`src/core/spi_queue_cfg.svh`:
```
// register offsets, field positions, reset values and timing counts
`ifndef SPI_QUEUE_CFG_SVH
`define SPI_QUEUE_CFG_SVH
`define QCTL_OFFSET 12'h040
`define QSTS_OFFSET 12'h044
`define QCTL_RESET 32'h44000000
`define QSTS_RESET 32'h05000000
`define QCTL_TX_LEVEL_HI 30
`define QCTL_TX_LEVEL_LO 28
`define QCTL_RX_LEVEL_HI 26
`define QCTL_RX_LEVEL_LO 24
`define QCTL_RX_IDLE_ON 21
`define QCTL_RX_OVF_ON 6
`define QCTL_TX_LEVEL_ON 3
`define QCTL_RX_LEVEL_ON 2
`define QCTL_TX_FLUSH 1
`define QCTL_RX_FLUSH 0
`define TX_LEVEL_RESET 3'h4
`define RX_LEVEL_RESET 3'h4
`define QSTS_TX_COUNT_HI 31
`define QSTS_TX_COUNT_LO 28
`define QSTS_TX_FULL 27
`define QSTS_TX_VACANT 26
`define QSTS_RX_FULL 25
`define QSTS_RX_VACANT 24
`define QSTS_RX_IDLE 20
`define QSTS_UNIT_DONE 16
`define QSTS_RX_COUNT_HI 15
`define QSTS_RX_COUNT_LO 12
`define QSTS_TX_LEVEL 4
`define QSTS_RX_OVF 2
`define QSTS_RX_LEVEL 0
`define IDLE_SCLK_PERIODS 64
`define IDLE_PCLK_PERIODS 576
`endif

```
`src/core/spi_queue_pkg.sv`:
```
// types shared by the queue control and status block
`default_nettype none
package spi_queue_pkg;
  typedef logic [3:0] count_t;
  typedef logic [2:0] level_t;
endpackage
`default_nettype wire

```
`src/core/spi_queue_ctrl.sv`:
```
// fifo control and status registers of the serial interface, apb slave
//
// How it works
// - tx level flag is 1 while tx count is at or below tx level.
// - rx level flag is 1 while rx count exceeds rx level.
// - control bit enables the rx idle interrupt.
// - control bit enables the rx overflow interrupt.
// - control bit enables the tx level interrupt.
// - control bit enables the rx level interrupt.
// - writing 1 flushes tx queue; bit self-clears; 0 does nothing.
// - writing 1 flushes rx queue; bit self-clears; 0 does nothing.
// - status shows tx queue count as a read-only 4-bit field.
// - tx full indicator read-only, mirrored to main control reg.
// - tx vacant indicator read-only, mirrored to main control reg.
// - rx full indicator read-only, mirrored to main control reg.
// - rx vacant indicator read-only, mirrored to main control reg.
// - rx idle set after 64 sclk (master) or 576 pclk (slave) unread.
// - rx idle clears when software reads the rx queue.
// - words arriving at full rx queue dropped; overflow flag, w1c.
// - interrupt when tx level enable and tx level flag both 1.
// - interrupt when rx level enable and rx level flag both 1.
// - unit-done set per transfer, mirrored, cleared by writing 1.
`timescale 1ns/1ps
`default_nettype none
`include "spi_queue_cfg.svh"
module spi_queue_ctrl
  import spi_queue_pkg::*;
#(
  parameter int DEPTH = 8
)
(
  input wire logic clk_sys,
  input wire logic arst_n,
  input wire logic psel,
  input wire logic penable,
  input wire logic pwrite,
  input wire logic [11:0] paddr,
  input wire logic [31:0] pwdata,
  output logic [31:0] prdata,
  output logic pready,
  output logic pslverr,
  input wire logic tx_push,
  input wire logic tx_pop,
  input wire logic rx_push,
  input wire logic rx_pop,
  input wire logic unit_done_evt,
  input wire logic slave_mode,
  input wire logic sclk_tick,
  output logic tx_flush_pulse,
  output logic rx_flush_pulse,
  output logic tx_full,
  output logic tx_vacant,
  output logic rx_full,
  output logic rx_vacant,
  output logic unit_done,
  output logic irq
);

  // software-visible control
  level_t tx_level_r, tx_level_nxt;
  level_t rx_level_r, rx_level_nxt;
  logic rx_idle_irq_on_r, rx_idle_irq_on_nxt;
  logic rx_overflow_irq_on_r, rx_overflow_irq_on_nxt;
  logic tx_level_irq_on_r, tx_level_irq_on_nxt;
  logic rx_level_irq_on_r, rx_level_irq_on_nxt;
  // queue state
  count_t tx_cnt_r, tx_cnt_nxt;
  count_t rx_cnt_r, rx_cnt_nxt;
  logic rx_ovf_r, rx_ovf_nxt;
  logic unit_done_r, unit_done_nxt;
  logic rx_idle_r, rx_idle_nxt;
  logic [9:0] idle_cnt_r, idle_cnt_nxt;
  logic tx_flush_r, tx_flush_nxt;
  logic rx_flush_r, rx_flush_nxt;
  logic [31:0] prdata_nxt;
  logic pready_nxt;
  logic pslverr_nxt;
  logic irq_nxt;

  localparam count_t FULL_CNT = count_t'(DEPTH);
  localparam logic [9:0] IDLE_SCLK = 10'(`IDLE_SCLK_PERIODS);
  localparam logic [9:0] IDLE_PCLK = 10'(`IDLE_PCLK_PERIODS);

  logic wr_acc;
  logic hit_ctl;
  logic hit_sts;
  logic tx_lvl;
  logic rx_lvl;
  logic rx_take;
  logic rx_fifo_read;
  logic [31:0] ctl_view;
  logic [31:0] sts_view;

  function automatic logic addr_is(input logic [11:0] a,
                                   input logic [11:0] ref_a);
    addr_is = (a == ref_a);
  endfunction

  // zero-wait slave: answer in the first access cycle
  assign wr_acc = psel && penable && pwrite && pready;
  assign hit_ctl = addr_is(paddr, `QCTL_OFFSET);
  assign hit_sts = addr_is(paddr, `QSTS_OFFSET);
  assign tx_lvl = (tx_cnt_r <= {1'b0, tx_level_r});
  assign rx_lvl = (rx_cnt_r > {1'b0, rx_level_r});
  assign rx_take = rx_push && (rx_cnt_r != FULL_CNT);
  assign rx_fifo_read = rx_pop && (rx_cnt_r != 4'h0);

  always_comb
  begin
    ctl_view = 32'h0;
    ctl_view[`QCTL_TX_LEVEL_HI:`QCTL_TX_LEVEL_LO] = tx_level_r;
    ctl_view[`QCTL_RX_LEVEL_HI:`QCTL_RX_LEVEL_LO] = rx_level_r;
    ctl_view[`QCTL_RX_IDLE_ON] = rx_idle_irq_on_r;
    ctl_view[`QCTL_RX_OVF_ON] = rx_overflow_irq_on_r;
    ctl_view[`QCTL_TX_LEVEL_ON] = tx_level_irq_on_r;
    ctl_view[`QCTL_RX_LEVEL_ON] = rx_level_irq_on_r;
    ctl_view[`QCTL_TX_FLUSH] = tx_flush_r;
    ctl_view[`QCTL_RX_FLUSH] = rx_flush_r;
    sts_view = 32'h0;
    sts_view[`QSTS_TX_COUNT_HI:`QSTS_TX_COUNT_LO] = tx_cnt_r;
    sts_view[`QSTS_TX_FULL] = (tx_cnt_r == FULL_CNT);
    sts_view[`QSTS_TX_VACANT] = (tx_cnt_r == 4'h0);
    sts_view[`QSTS_RX_FULL] = (rx_cnt_r == FULL_CNT);
    sts_view[`QSTS_RX_VACANT] = (rx_cnt_r == 4'h0);
    sts_view[`QSTS_RX_IDLE] = rx_idle_r;
    sts_view[`QSTS_UNIT_DONE] = unit_done_r;
    sts_view[`QSTS_RX_COUNT_HI:`QSTS_RX_COUNT_LO] = rx_cnt_r;
    sts_view[`QSTS_TX_LEVEL] = tx_lvl;
    sts_view[`QSTS_RX_OVF] = rx_ovf_r;
    sts_view[`QSTS_RX_LEVEL] = rx_lvl;
  end

  // bus answer and control register
  always_comb
  begin
    pready_nxt = psel && !penable;
    pslverr_nxt = psel && !penable && !hit_ctl && !hit_sts;
    prdata_nxt = prdata;
    if (psel && !penable && !pwrite)
    begin
      prdata_nxt = hit_ctl ? ctl_view : (hit_sts ? sts_view : 32'h0);
    end
    tx_level_nxt = tx_level_r;
    rx_level_nxt = rx_level_r;
    rx_idle_irq_on_nxt = rx_idle_irq_on_r;
    rx_overflow_irq_on_nxt = rx_overflow_irq_on_r;
    tx_level_irq_on_nxt = tx_level_irq_on_r;
    rx_level_irq_on_nxt = rx_level_irq_on_r;
    // flush bits live one cycle, then drop by themselves
    tx_flush_nxt = 1'b0;
    rx_flush_nxt = 1'b0;
    if (wr_acc && hit_ctl)
    begin
      tx_level_nxt = pwdata[`QCTL_TX_LEVEL_HI:`QCTL_TX_LEVEL_LO];
      rx_level_nxt = pwdata[`QCTL_RX_LEVEL_HI:`QCTL_RX_LEVEL_LO];
      rx_idle_irq_on_nxt = pwdata[`QCTL_RX_IDLE_ON];
      rx_overflow_irq_on_nxt = pwdata[`QCTL_RX_OVF_ON];
      tx_level_irq_on_nxt = pwdata[`QCTL_TX_LEVEL_ON];
      rx_level_irq_on_nxt = pwdata[`QCTL_RX_LEVEL_ON];
      tx_flush_nxt = pwdata[`QCTL_TX_FLUSH];
      rx_flush_nxt = pwdata[`QCTL_RX_FLUSH];
    end
  end

  // queue counts, sticky flags, idle timer
  always_comb
  begin
    tx_cnt_nxt = tx_cnt_r;
    if (tx_push && !tx_pop && tx_cnt_r != FULL_CNT)
      tx_cnt_nxt = tx_cnt_r + 4'h1;
    else if (tx_pop && !tx_push && tx_cnt_r != 4'h0)
      tx_cnt_nxt = tx_cnt_r - 4'h1;
    if (tx_flush_r)
      tx_cnt_nxt = 4'h0;
    rx_cnt_nxt = rx_cnt_r;
    if (rx_take && !rx_fifo_read)
      rx_cnt_nxt = rx_cnt_r + 4'h1;
    else if (rx_fifo_read && !rx_push)
      rx_cnt_nxt = rx_cnt_r - 4'h1;
    if (rx_flush_r)
      rx_cnt_nxt = 4'h0;
    // set beats write-one-clear in the same cycle
    rx_ovf_nxt = rx_ovf_r;
    if (wr_acc && hit_sts && pwdata[`QSTS_RX_OVF])
      rx_ovf_nxt = 1'b0;
    if (rx_push && rx_cnt_r == FULL_CNT && !rx_fifo_read)
      rx_ovf_nxt = 1'b1;
    unit_done_nxt = unit_done_r;
    if (wr_acc && hit_sts && pwdata[`QSTS_UNIT_DONE])
      unit_done_nxt = 1'b0;
    if (unit_done_evt)
      unit_done_nxt = 1'b1;
    // timer restarts on every read or when the queue is empty
    idle_cnt_nxt = idle_cnt_r;
    rx_idle_nxt = rx_idle_r;
    if (rx_fifo_read || rx_cnt_r == 4'h0)
    begin
      idle_cnt_nxt = 10'h0;
      if (rx_fifo_read)
        rx_idle_nxt = 1'b0;
    end
    else if (slave_mode || sclk_tick)
    begin
      if (idle_cnt_r != 10'h3ff)
        idle_cnt_nxt = idle_cnt_r + 10'h1;
      if (idle_cnt_r + 10'h1 >= (slave_mode ? IDLE_PCLK : IDLE_SCLK))
        rx_idle_nxt = 1'b1;
    end
    irq_nxt = (tx_level_irq_on_r && tx_lvl)
      || (rx_level_irq_on_r && rx_lvl)
      || (rx_idle_irq_on_r && rx_idle_r)
      || (rx_overflow_irq_on_r && rx_ovf_r);
  end

  always_ff @(posedge clk_sys or negedge arst_n)
  begin
    if (!arst_n)
    begin
      tx_level_r <= `TX_LEVEL_RESET;
      rx_level_r <= `RX_LEVEL_RESET;
      rx_idle_irq_on_r <= 1'b0;
      rx_overflow_irq_on_r <= 1'b0;
      tx_level_irq_on_r <= 1'b0;
      rx_level_irq_on_r <= 1'b0;
      tx_flush_r <= 1'b0;
      rx_flush_r <= 1'b0;
      tx_cnt_r <= 4'h0;
      rx_cnt_r <= 4'h0;
      rx_ovf_r <= 1'b0;
      unit_done_r <= 1'b0;
      rx_idle_r <= 1'b0;
      idle_cnt_r <= 10'h0;
      prdata <= 32'h0;
      pready <= 1'b0;
      pslverr <= 1'b0;
      irq <= 1'b0;
      tx_flush_pulse <= 1'b0;
      rx_flush_pulse <= 1'b0;
      tx_full <= 1'b0;
      tx_vacant <= 1'b1;
      rx_full <= 1'b0;
      rx_vacant <= 1'b1;
      unit_done <= 1'b0;
    end
    else
    begin
      tx_level_r <= tx_level_nxt;
      rx_level_r <= rx_level_nxt;
      rx_idle_irq_on_r <= rx_idle_irq_on_nxt;
      rx_overflow_irq_on_r <= rx_overflow_irq_on_nxt;
      tx_level_irq_on_r <= tx_level_irq_on_nxt;
      rx_level_irq_on_r <= rx_level_irq_on_nxt;
      tx_flush_r <= tx_flush_nxt;
      rx_flush_r <= rx_flush_nxt;
      tx_cnt_r <= tx_cnt_nxt;
      rx_cnt_r <= rx_cnt_nxt;
      rx_ovf_r <= rx_ovf_nxt;
      unit_done_r <= unit_done_nxt;
      rx_idle_r <= rx_idle_nxt;
      idle_cnt_r <= idle_cnt_nxt;
      prdata <= prdata_nxt;
      pready <= pready_nxt;
      pslverr <= pslverr_nxt;
      irq <= irq_nxt;
      tx_flush_pulse <= tx_flush_nxt;
      rx_flush_pulse <= rx_flush_nxt;
      // mirrors for the main control register
      tx_full <= (tx_cnt_nxt == FULL_CNT);
      tx_vacant <= (tx_cnt_nxt == 4'h0);
      rx_full <= (rx_cnt_nxt == FULL_CNT);
      rx_vacant <= (rx_cnt_nxt == 4'h0);
      unit_done <= unit_done_nxt;
    end
  end

  a_tx_flush_empties: assert property (
    @(posedge clk_sys) disable iff (!arst_n)
    tx_flush_r |=> tx_cnt_r == 4'h0 && !tx_flush_r && tx_vacant)
    else $error("tx flush did not empty queue");
  a_rx_flush_empties: assert property (
    @(posedge clk_sys) disable iff (!arst_n)
    rx_flush_r |=> rx_cnt_r == 4'h0 && !rx_flush_r && rx_vacant)
    else $error("rx flush did not empty queue");
  a_rx_ovf_sets: assert property (
    @(posedge clk_sys) disable iff (!arst_n)
    rx_push && rx_cnt_r == FULL_CNT && !rx_fifo_read && !rx_flush_r
    |=> rx_ovf_r && rx_cnt_r == FULL_CNT)
    else $error("overflow not flagged");
  a_rx_idle_clears: assert property (
    @(posedge clk_sys) disable iff (!arst_n)
    rx_fifo_read |=> !rx_idle_r)
    else $error("idle flag kept after read");
  a_rx_idle_slave: assert property (
    @(posedge clk_sys) disable iff (!arst_n)
    slave_mode && idle_cnt_r == (IDLE_PCLK - 10'h1) && rx_cnt_r != 4'h0
    && !rx_fifo_read |=> rx_idle_r)
    else $error("slave idle time-out missed");
  a_irq_tx_level: assert property (
    @(posedge clk_sys) disable iff (!arst_n)
    tx_level_irq_on_r && tx_lvl |=> irq)
    else $error("tx level irq missing");
  a_irq_rx_level: assert property (
    @(posedge clk_sys) disable iff (!arst_n)
    rx_level_irq_on_r && rx_lvl |=> irq)
    else $error("rx level irq missing");
  a_unit_done_sets: assert property (
    @(posedge clk_sys) disable iff (!arst_n)
    unit_done_evt |=> unit_done_r && unit_done)
    else $error("unit done not set");
  a_status_mirror: assert property (
    @(posedge clk_sys) disable iff (!arst_n)
    tx_full == (tx_cnt_r == FULL_CNT) && rx_vacant == (rx_cnt_r == 4'h0))
    else $error("mirror out of step");
  c_overflow: cover property (@(posedge clk_sys) rx_ovf_r && irq);
  c_idle: cover property (@(posedge clk_sys) $rose(rx_idle_r));
  c_flush: cover property (@(posedge clk_sys) tx_flush_r && tx_cnt_r != 4'h0);

endmodule
`default_nettype wire

```
`config.mk`:
```
export PLATFORM = sky130hd
export DESIGN_NAME = spi_queue_ctrl
export DESIGN_NICKNAME = d
export VERILOG_FILES = /design/src/core/spi_queue_pkg.sv /design/src/core/spi_queue_ctrl.sv
export VERILOG_INCLUDE_DIRS = /design/src /design/src/core
export SDC_FILE = /design/constraint.sdc
export NUM_CORES = 1
export LEC_CHECK = 0
export CAP_MARGIN = 20
export CELL_PAD_IN_SITES_DETAIL_PLACEMENT = 1
export CELL_PAD_IN_SITES_GLOBAL_PLACEMENT = 1
export CORE_ASPECT_RATIO = 1.1
export CORE_MARGIN = 2
export CORE_UTILIZATION = 48
export DETAILED_ROUTE_END_ITERATION = 6
export DONT_BUFFER_PORTS = 1
export GPL_ROUTABILITY_DRIVEN = 0
export PLACE_DENSITY_LB_ADDON = 0.08
export SETUP_SLACK_MARGIN = 0.3
export SLEW_MARGIN = 10
export SYNTH_ARGS = -nofsm -noshare
export SYNTH_HDL_FRONTEND = slang
export SYNTH_SLANG_ARGS = --single-unit
```
`constraint.sdc`:
```
create_clock -name clk_sys -period 2.4 [get_ports clk_sys]
set_clock_uncertainty 0.05 [all_clocks]
set_input_delay 0.12 -clock clk_sys [delete_from_list [all_inputs] [get_ports clk_sys]]
set_output_delay 0.12 -clock clk_sys [all_outputs]
set_load 0.005 [all_outputs]
```
# After elaboration in Yosys (flattened, before gate mapping)
# Index checks and enable logic that the tools add are counted.
[word_totals]
mem_bits_rw = 0
input_bits = 56
mem_count = 0
mem_bits_ro = 0
latchBits = 0
regBits = 72
[op_classes]
add_sub_neg = 5
eq_ne = 10
shift = 0
reduce_logical = 51
muxes = 22
multipliers = 0
div_mod_pow = 0
n_bitwise = 0
magnitude_cmp = 3
[ops]
columns = ["cell", "n"]
rows = [
  ["$mux 32", 2],
  ["$mux 10", 4],
  ["$logic_and 1x1->1", 25],
  ["$eq 12x7->1 const B", 2],
  ["$mux 4", 6],
  ["$eq 4x4->1 const B", 4],
  ["$logic_not 4->1", 4],
  ["$add 10x1->10 const B", 1],
  ["$ge 10x10->1", 1],
  ["$mux 1", 10],
  ["$ne 10x10->1 const B", 1],
  ["$reduce_bool 2->1", 5],
  ["$add 4x1->4 const B", 2],
  ["$logic_not 1->1", 8],
  ["$ne 4x4->1 const B", 2],
  ["$reduce_bool 4->1", 2],
  ["$sub 4x1->4 const B", 2],
  ["$logic_or 1x1->1", 5],
  ["$gt 4x3->1", 1],
  ["$le 4x3->1", 1],
  ["$reduce_and 3->1", 1],
  ["$ne 2x2->1 const B", 1],
  ["$reduce_and 2->1", 1],
]

# Depth between registers and ports, before layout
[logic_depth]
word_depth = 7
mapped_depth = 7
mapped_depth_nobuf = 7

# Worst setup path before layout
# No wires, ideal clock.
[synth_timing]
kind = "register to register"
from = "register rx_cnt_r[0]"
to = "register rx_full"
path_slack_ns = 0.420
required_ns = 2.215
setup_time_ns = 0.135
stages_incl_launch_ff = 8
arrival_time_ns = 1.795
cell_sequence = "dfrtp_1 -> inv_1 -> ha_1 -> and3b_1 -> a211oi_4 -> nor2_1 -> a2111oi_2 -> nor3b_1"
[synth_via]
elab_chain_cells = 7
word_cells_on_any_way = 13
classes_between = "add/sub (2); eq/ne (2); mux (3); reduce/logical (6)"
[synth_lines]
columns = ["item", "line", "source"]
rows = [
  ["start, declared", "spi_queue_ctrl.sv:68", "count_t rx_cnt_r, rx_cnt_nxt;"],
  ["start signal, assigned", "spi_queue_ctrl.sv:256", "rx_cnt_r <= rx_cnt_nxt;"],
  ["parallel branches: the longest is 4 deep, another holds $sub 4x1->4", "-", ""],
  ["$mux 4 *", "spi_queue_ctrl.sv:176", "if (rx_take && !rx_fifo_read)"],
  ["$mux 4 *", "spi_queue_ctrl.sv:180", "if (rx_flush_r)"],
  ["$eq 4x4->1 *", "spi_queue_ctrl.sv:270", "rx_full <= (rx_cnt_nxt == FULL_CNT);"],
  ["end signal, assigned", "spi_queue_ctrl.sv:270", ""],
  ["end, declared", "spi_queue_ctrl.sv:53", "output logic rx_full,"],
]
# Mark *: on every way between the ends.
# A chain may end at the register's enable or synchronous reset.

# Worst setup path after layout
[layout_timing]
from = "register rx_cnt_r[0]"
to = "register rx_ovf_r"
[layout_via]
elab_chain_cells = 5
word_cells_on_any_way = 8
classes_between = "eq/ne (1); mux (1); reduce/logical (6)"
[layout_lines]
columns = ["item", "line", "source"]
rows = [
  ["$reduce_bool 4->1", "spi_queue_ctrl.sv:106", "assign rx_fifo_read = rx_pop && (rx_cnt_r != 4'h0);"],
  ["$logic_and 1x1->1", "spi_queue_ctrl.sv:106", ""],
  ["$logic_not 1->1", "spi_queue_ctrl.sv:186", "if (rx_push && rx_cnt_r == FULL_CNT && !rx_fifo_read)"],
  ["$logic_and 1x1->1 *", "spi_queue_ctrl.sv:186", ""],
  ["$mux 1 or $reduce_bool 2->1 (tied branches)", "-", ""],
  ["end signal, assigned", "spi_queue_ctrl.sv:257", "rx_ovf_r <= rx_ovf_nxt;"],
  ["end, declared", "spi_queue_ctrl.sv:69", "logic rx_ovf_r, rx_ovf_nxt;"],
]
# Mark *: on every way between the ends. The rest lies on a longest branch, timed or not.

==> qor.json <==
{
  "placement": {
    "place_ws_ns": 0.258,
    "numPortBuffers": 0,
    "half_perimeter_wire_length_after_detailed_placement_um": 5400
  },
  "worst_hold_path": {
    "min_path_type": "in2reg",
    "timing.hold.worst.start": "psel",
    "holdPathStages": 2
  },
  "clocking": {
    "clock_tree.root_cell": "sky130_fd_sc_hd__clkbuf_8",
    "tritoncts": "yes",
    "cts_num_sinks": 61,
    "path_clk_slew_ns": 0.07,
    "numCtsBuffers": 9,
    "clock_buffer_depth": 2,
    "clk_latency_worst_skew_pair_ns": 0.34,
    "htree_num_levels": 3
  },
  "sta": {
    "period_minus_slack_ns": 2.04,
    "timing_worst_slew_pin_value_ns": 0.728,
    "postLayoutSetupSlackWorst_ns": 0.357,
    "slew_headroom_pct": 51.5,
    "setup_viol_count_final": 0,
    "finalHoldViolCount": 0,
    "maxClockFrequency_ghz": 0.489,
    "slew_viol_final": 0,
    "timing.setup.tns_ns": 0,
    "rsz0062_at_grt": "true",
    "period_share_pct": 85.1
  },
  "global_route": {
    "first_global_vias": 2648,
    "grt_remaining_overflow": 0,
    "global_route_wire_length_before_repair_um": 13100,
    "grt_start_max_net_pins": 62,
    "antenna_found_initial": 0,
    "grt.total_usage_pct": 23.0
  },
  "die": {
    "core_area_um2": 6560,
    "dieArea_um2": 7400,
    "std_cell_rows": 31,
    "design.portCount": 98,
    "die_w_um": 82.2,
    "initial_core_util_pct": 49.3,
    "chipHeight_um": 90.0
  },
  "synthesis": {
    "mappedNetlistArea_um2": 3230,
    "ys.warnings.count": 0,
    "mean_instance_size_in_the_synthesized_netlist_um2": 10.4,
    "synth_cells": 310,
    "synth_cell_type_count": 49,
    "ys_dominant_reg_cell": "sky130_fd_sc_hd__dfrtp_1",
    "post_synthesis_register_bit_count": 61,
    "synth-async-reset-ratio_pct": 100,
    "synth-edff-count": 0,
    "synth-seq-area-share_pct": 47.4
  },
  "worst_setup_path": {
    "timing.critical_path.buf_inv": 2,
    "path_max_fanout": 5,
    "worstPathRequired_ns": 2.62,
    "critPathArrivalTime_ns": 2.27,
    "timing.reg2reg.worst_path_depth": 6,
    "worst_setup_path_end_kind": "register",
    "cp-startpoint": "rx_cnt_r[0]",
    "cpPeakStageDelay_ns": 0.54,
    "startpoint_type": "register",
    "critical_path.cell_chain": "inv_1, ha_4, or3b_4, nand2_1, a32o_1, dlygate4sd3_1",
    "regToRegStartpoint": "rx_cnt_r[0]",
    "crit-reg2reg-capture": "rx_ovf_r",
    "crit_slowest_cell": "sky130_fd_sc_hd__dlygate4sd3_1",
    "cp-endpoint": "rx_ovf_r",
    "total_number_of_cells_along_the_worst_setup_path": 6,
    "timing.setup.critical_path_class": "reg2reg",
    "worst-r2r-setup-slack_ns": 0.36,
    "path_delay_family": "buffers and inverters"
  },
  "routing": {
    "detail-route-antenna-nets": 0,
    "drt-vias-per-instance": 5.60,
    "route.vias.total": 2391,
    "dr.pass1.iters": 5,
    "routedWlPerCell_um": 18.5,
    "wirelength_um": 7900,
    "drt_first_iter_violations": 99,
    "drc": 0
  },
  "finish": {
    "proportion_of_layout_cells_with_a_drive_suffix_above_1_pct": 17.7,
    "fin_nets": 409,
    "num_antenna_cells": 0,
    "area_growth_syn_to_layout_pct": 18.1
  },
  "run_status": {
    "status": "finished, final reports clean"
  },
  "pwr": {
    "power.density_cell_area_nw_per_um2": 820,
    "leakage_nw": 1.76,
    "ir_worst_vdd_uv": 453
  },
  "job": {
    "timing.max_cap.violations": 0
  }
}
==> cell type report <==
class	count	area, um2
inverters	17	63.8
repair buffers	30	298
fillers	732	2740
flip-flops and latches	61	1530
clock buffers	10	138
clock inverters	6	62.6
multi-input cells	221	1620
well taps	82	103
==> routing by layer <==
layer / wire, um / vias up / share of wire [%] / GRT usage (%)
met5: 0 / - / 0 / 0
met3: 452 / 8 / 5.7 / 6.93
met1: 3350 / 1204 / 42 / 28.7
met2: 4010 / 47 / 51 / 37.8
li1: - / 1132 / - / -
met4: 86 / 0 / 1.1 / 6.67
==> logic make-up (layout without fill, tap and decap cells) <==
group / after synthesis / after routing / share of synthesized area [%]
other: 1 / 11 / 0.116
adders and majority gates: 13 / 13 / 5.04
and+or+nand+nor: 117 / 117 / 18.7
DFF: 61 / 61 / 47.4
AOI/OAI and AO/OA: 51 / 51 / 12.6
xor gates and xnor gates: 10 / 10 / 2.71
buffers and inverters: 38 / 63 / 6.04
muxes: 19 / 19 / 7.36
==> what timing repair did <==
action / in CTS / in global routing
resized for setup: 3 / 14
setup endpoints to repair: 4 / 7
hold buffers: 22 / 0
pin swaps: 0 / 2
hold endpoints to repair: 90 / 0
buffers inserted: 0 / 1
==> power breakdown <==
group          internal (W)  switching, W
clock              0.000504      0.000428
combinational      0.000436      0.000463
sequential          0.00114      0.000162
total               0.00208       0.00105
==> worst register-to-register path, stage by stage, from the launching register on <==
cell	delay, ns
sky130_fd_sc_hd__dfrtp_1	0.40
sky130_fd_sc_hd__inv_1	0.14
sky130_fd_sc_hd__ha_4	0.18
sky130_fd_sc_hd__or3b_4	0.41
sky130_fd_sc_hd__nand2_1	0.11
sky130_fd_sc_hd__a32o_1	0.17
sky130_fd_sc_hd__dlygate4sd3_1	0.54
==> worst min path at each step <==
stage | endpoint
finish | pslverr
global route | pslverr
CTS | pslverr
detailed placement | prdata[21]
global placement | prdata[21]
floorplan | idle_cnt_r[0]
==> per-stage QoR <==
step	area [um2]	hold WS, ns	power (W)	util, %	cells
after floorplan	3270	-0.226	0.00185	-	320
after global placement	3290	-0.224	0.00201	50.2	388
after detailed placement	3290	-0.224	0.00205	50.2	388
after CTS	3740	0.00541	0.00307	57.1	426
after global routing	3810	0.0404	0.00334	58.2	427
final	3810	0.0309	0.00313	58.2	427
==> flip-flops by register name, indices dropped and copies added, names as in the netlist <==
name / count
idle_cnt_r: 10
irq: 1
prdata: 21
pready: 1
pslverr: 1
rx_cnt_r: 4
rx_flush_r: 1
rx_full: 1
rx_idle_irq_on_r: 1
rx_idle_r: 1
rx_level_irq_on_r: 1
rx_level_r: 3
rx_overflow_irq_on_r: 1
rx_ovf_r: 1
rx_vacant: 1
tx_cnt_r: 4
tx_flush_r: 1
tx_full: 1
tx_level_irq_on_r: 1
tx_level_r: 3
tx_vacant: 1
unit_done_r: 1
==> Yosys cell counts (all sizes together) (4+ instances only) <==
library cell | number | share of area (%)
a21oi | 5 | 0.77
a22o | 10 | 2.7
and2 | 6 | 1.2
and3 | 4 | 0.77
buf | 13 | 3.1
clkbuf | 8 | 0.93
dfrtp | 57 | 44
dfstp | 4 | 3.3
ha | 13 | 5.0
inv | 17 | 2.0
mux2 | 11 | 4.9
mux2i | 8 | 2.5
nand2 | 25 | 2.9
nand2b | 7 | 1.4
nand3 | 4 | 0.62
nand4 | 8 | 1.5
nor2 | 26 | 3.0
nor2b | 5 | 0.97
nor3 | 15 | 2.5
nor3b | 6 | 1.4
o21ai | 8 | 1.2
o31ai | 8 | 1.9
xor2 | 7 | 1.9
==> cells in the final DEF, fill, tap and decap left out, types with 10 or more instances in the layout <==
cell	n
sky130_fd_sc_hd__dfrtp_1	56
sky130_fd_sc_hd__nor2_1	25
sky130_fd_sc_hd__nand2_1	25
sky130_fd_sc_hd__dlygate4sd3_1	21
sky130_fd_sc_hd__inv_1	17
sky130_fd_sc_hd__ha_1	12
sky130_fd_sc_hd__conb_1	11
sky130_fd_sc_hd__a22o_1	10
sky130_fd_sc_hd__clkbuf_8	10
No activity file was read; power rests on OpenSTA's default activity.
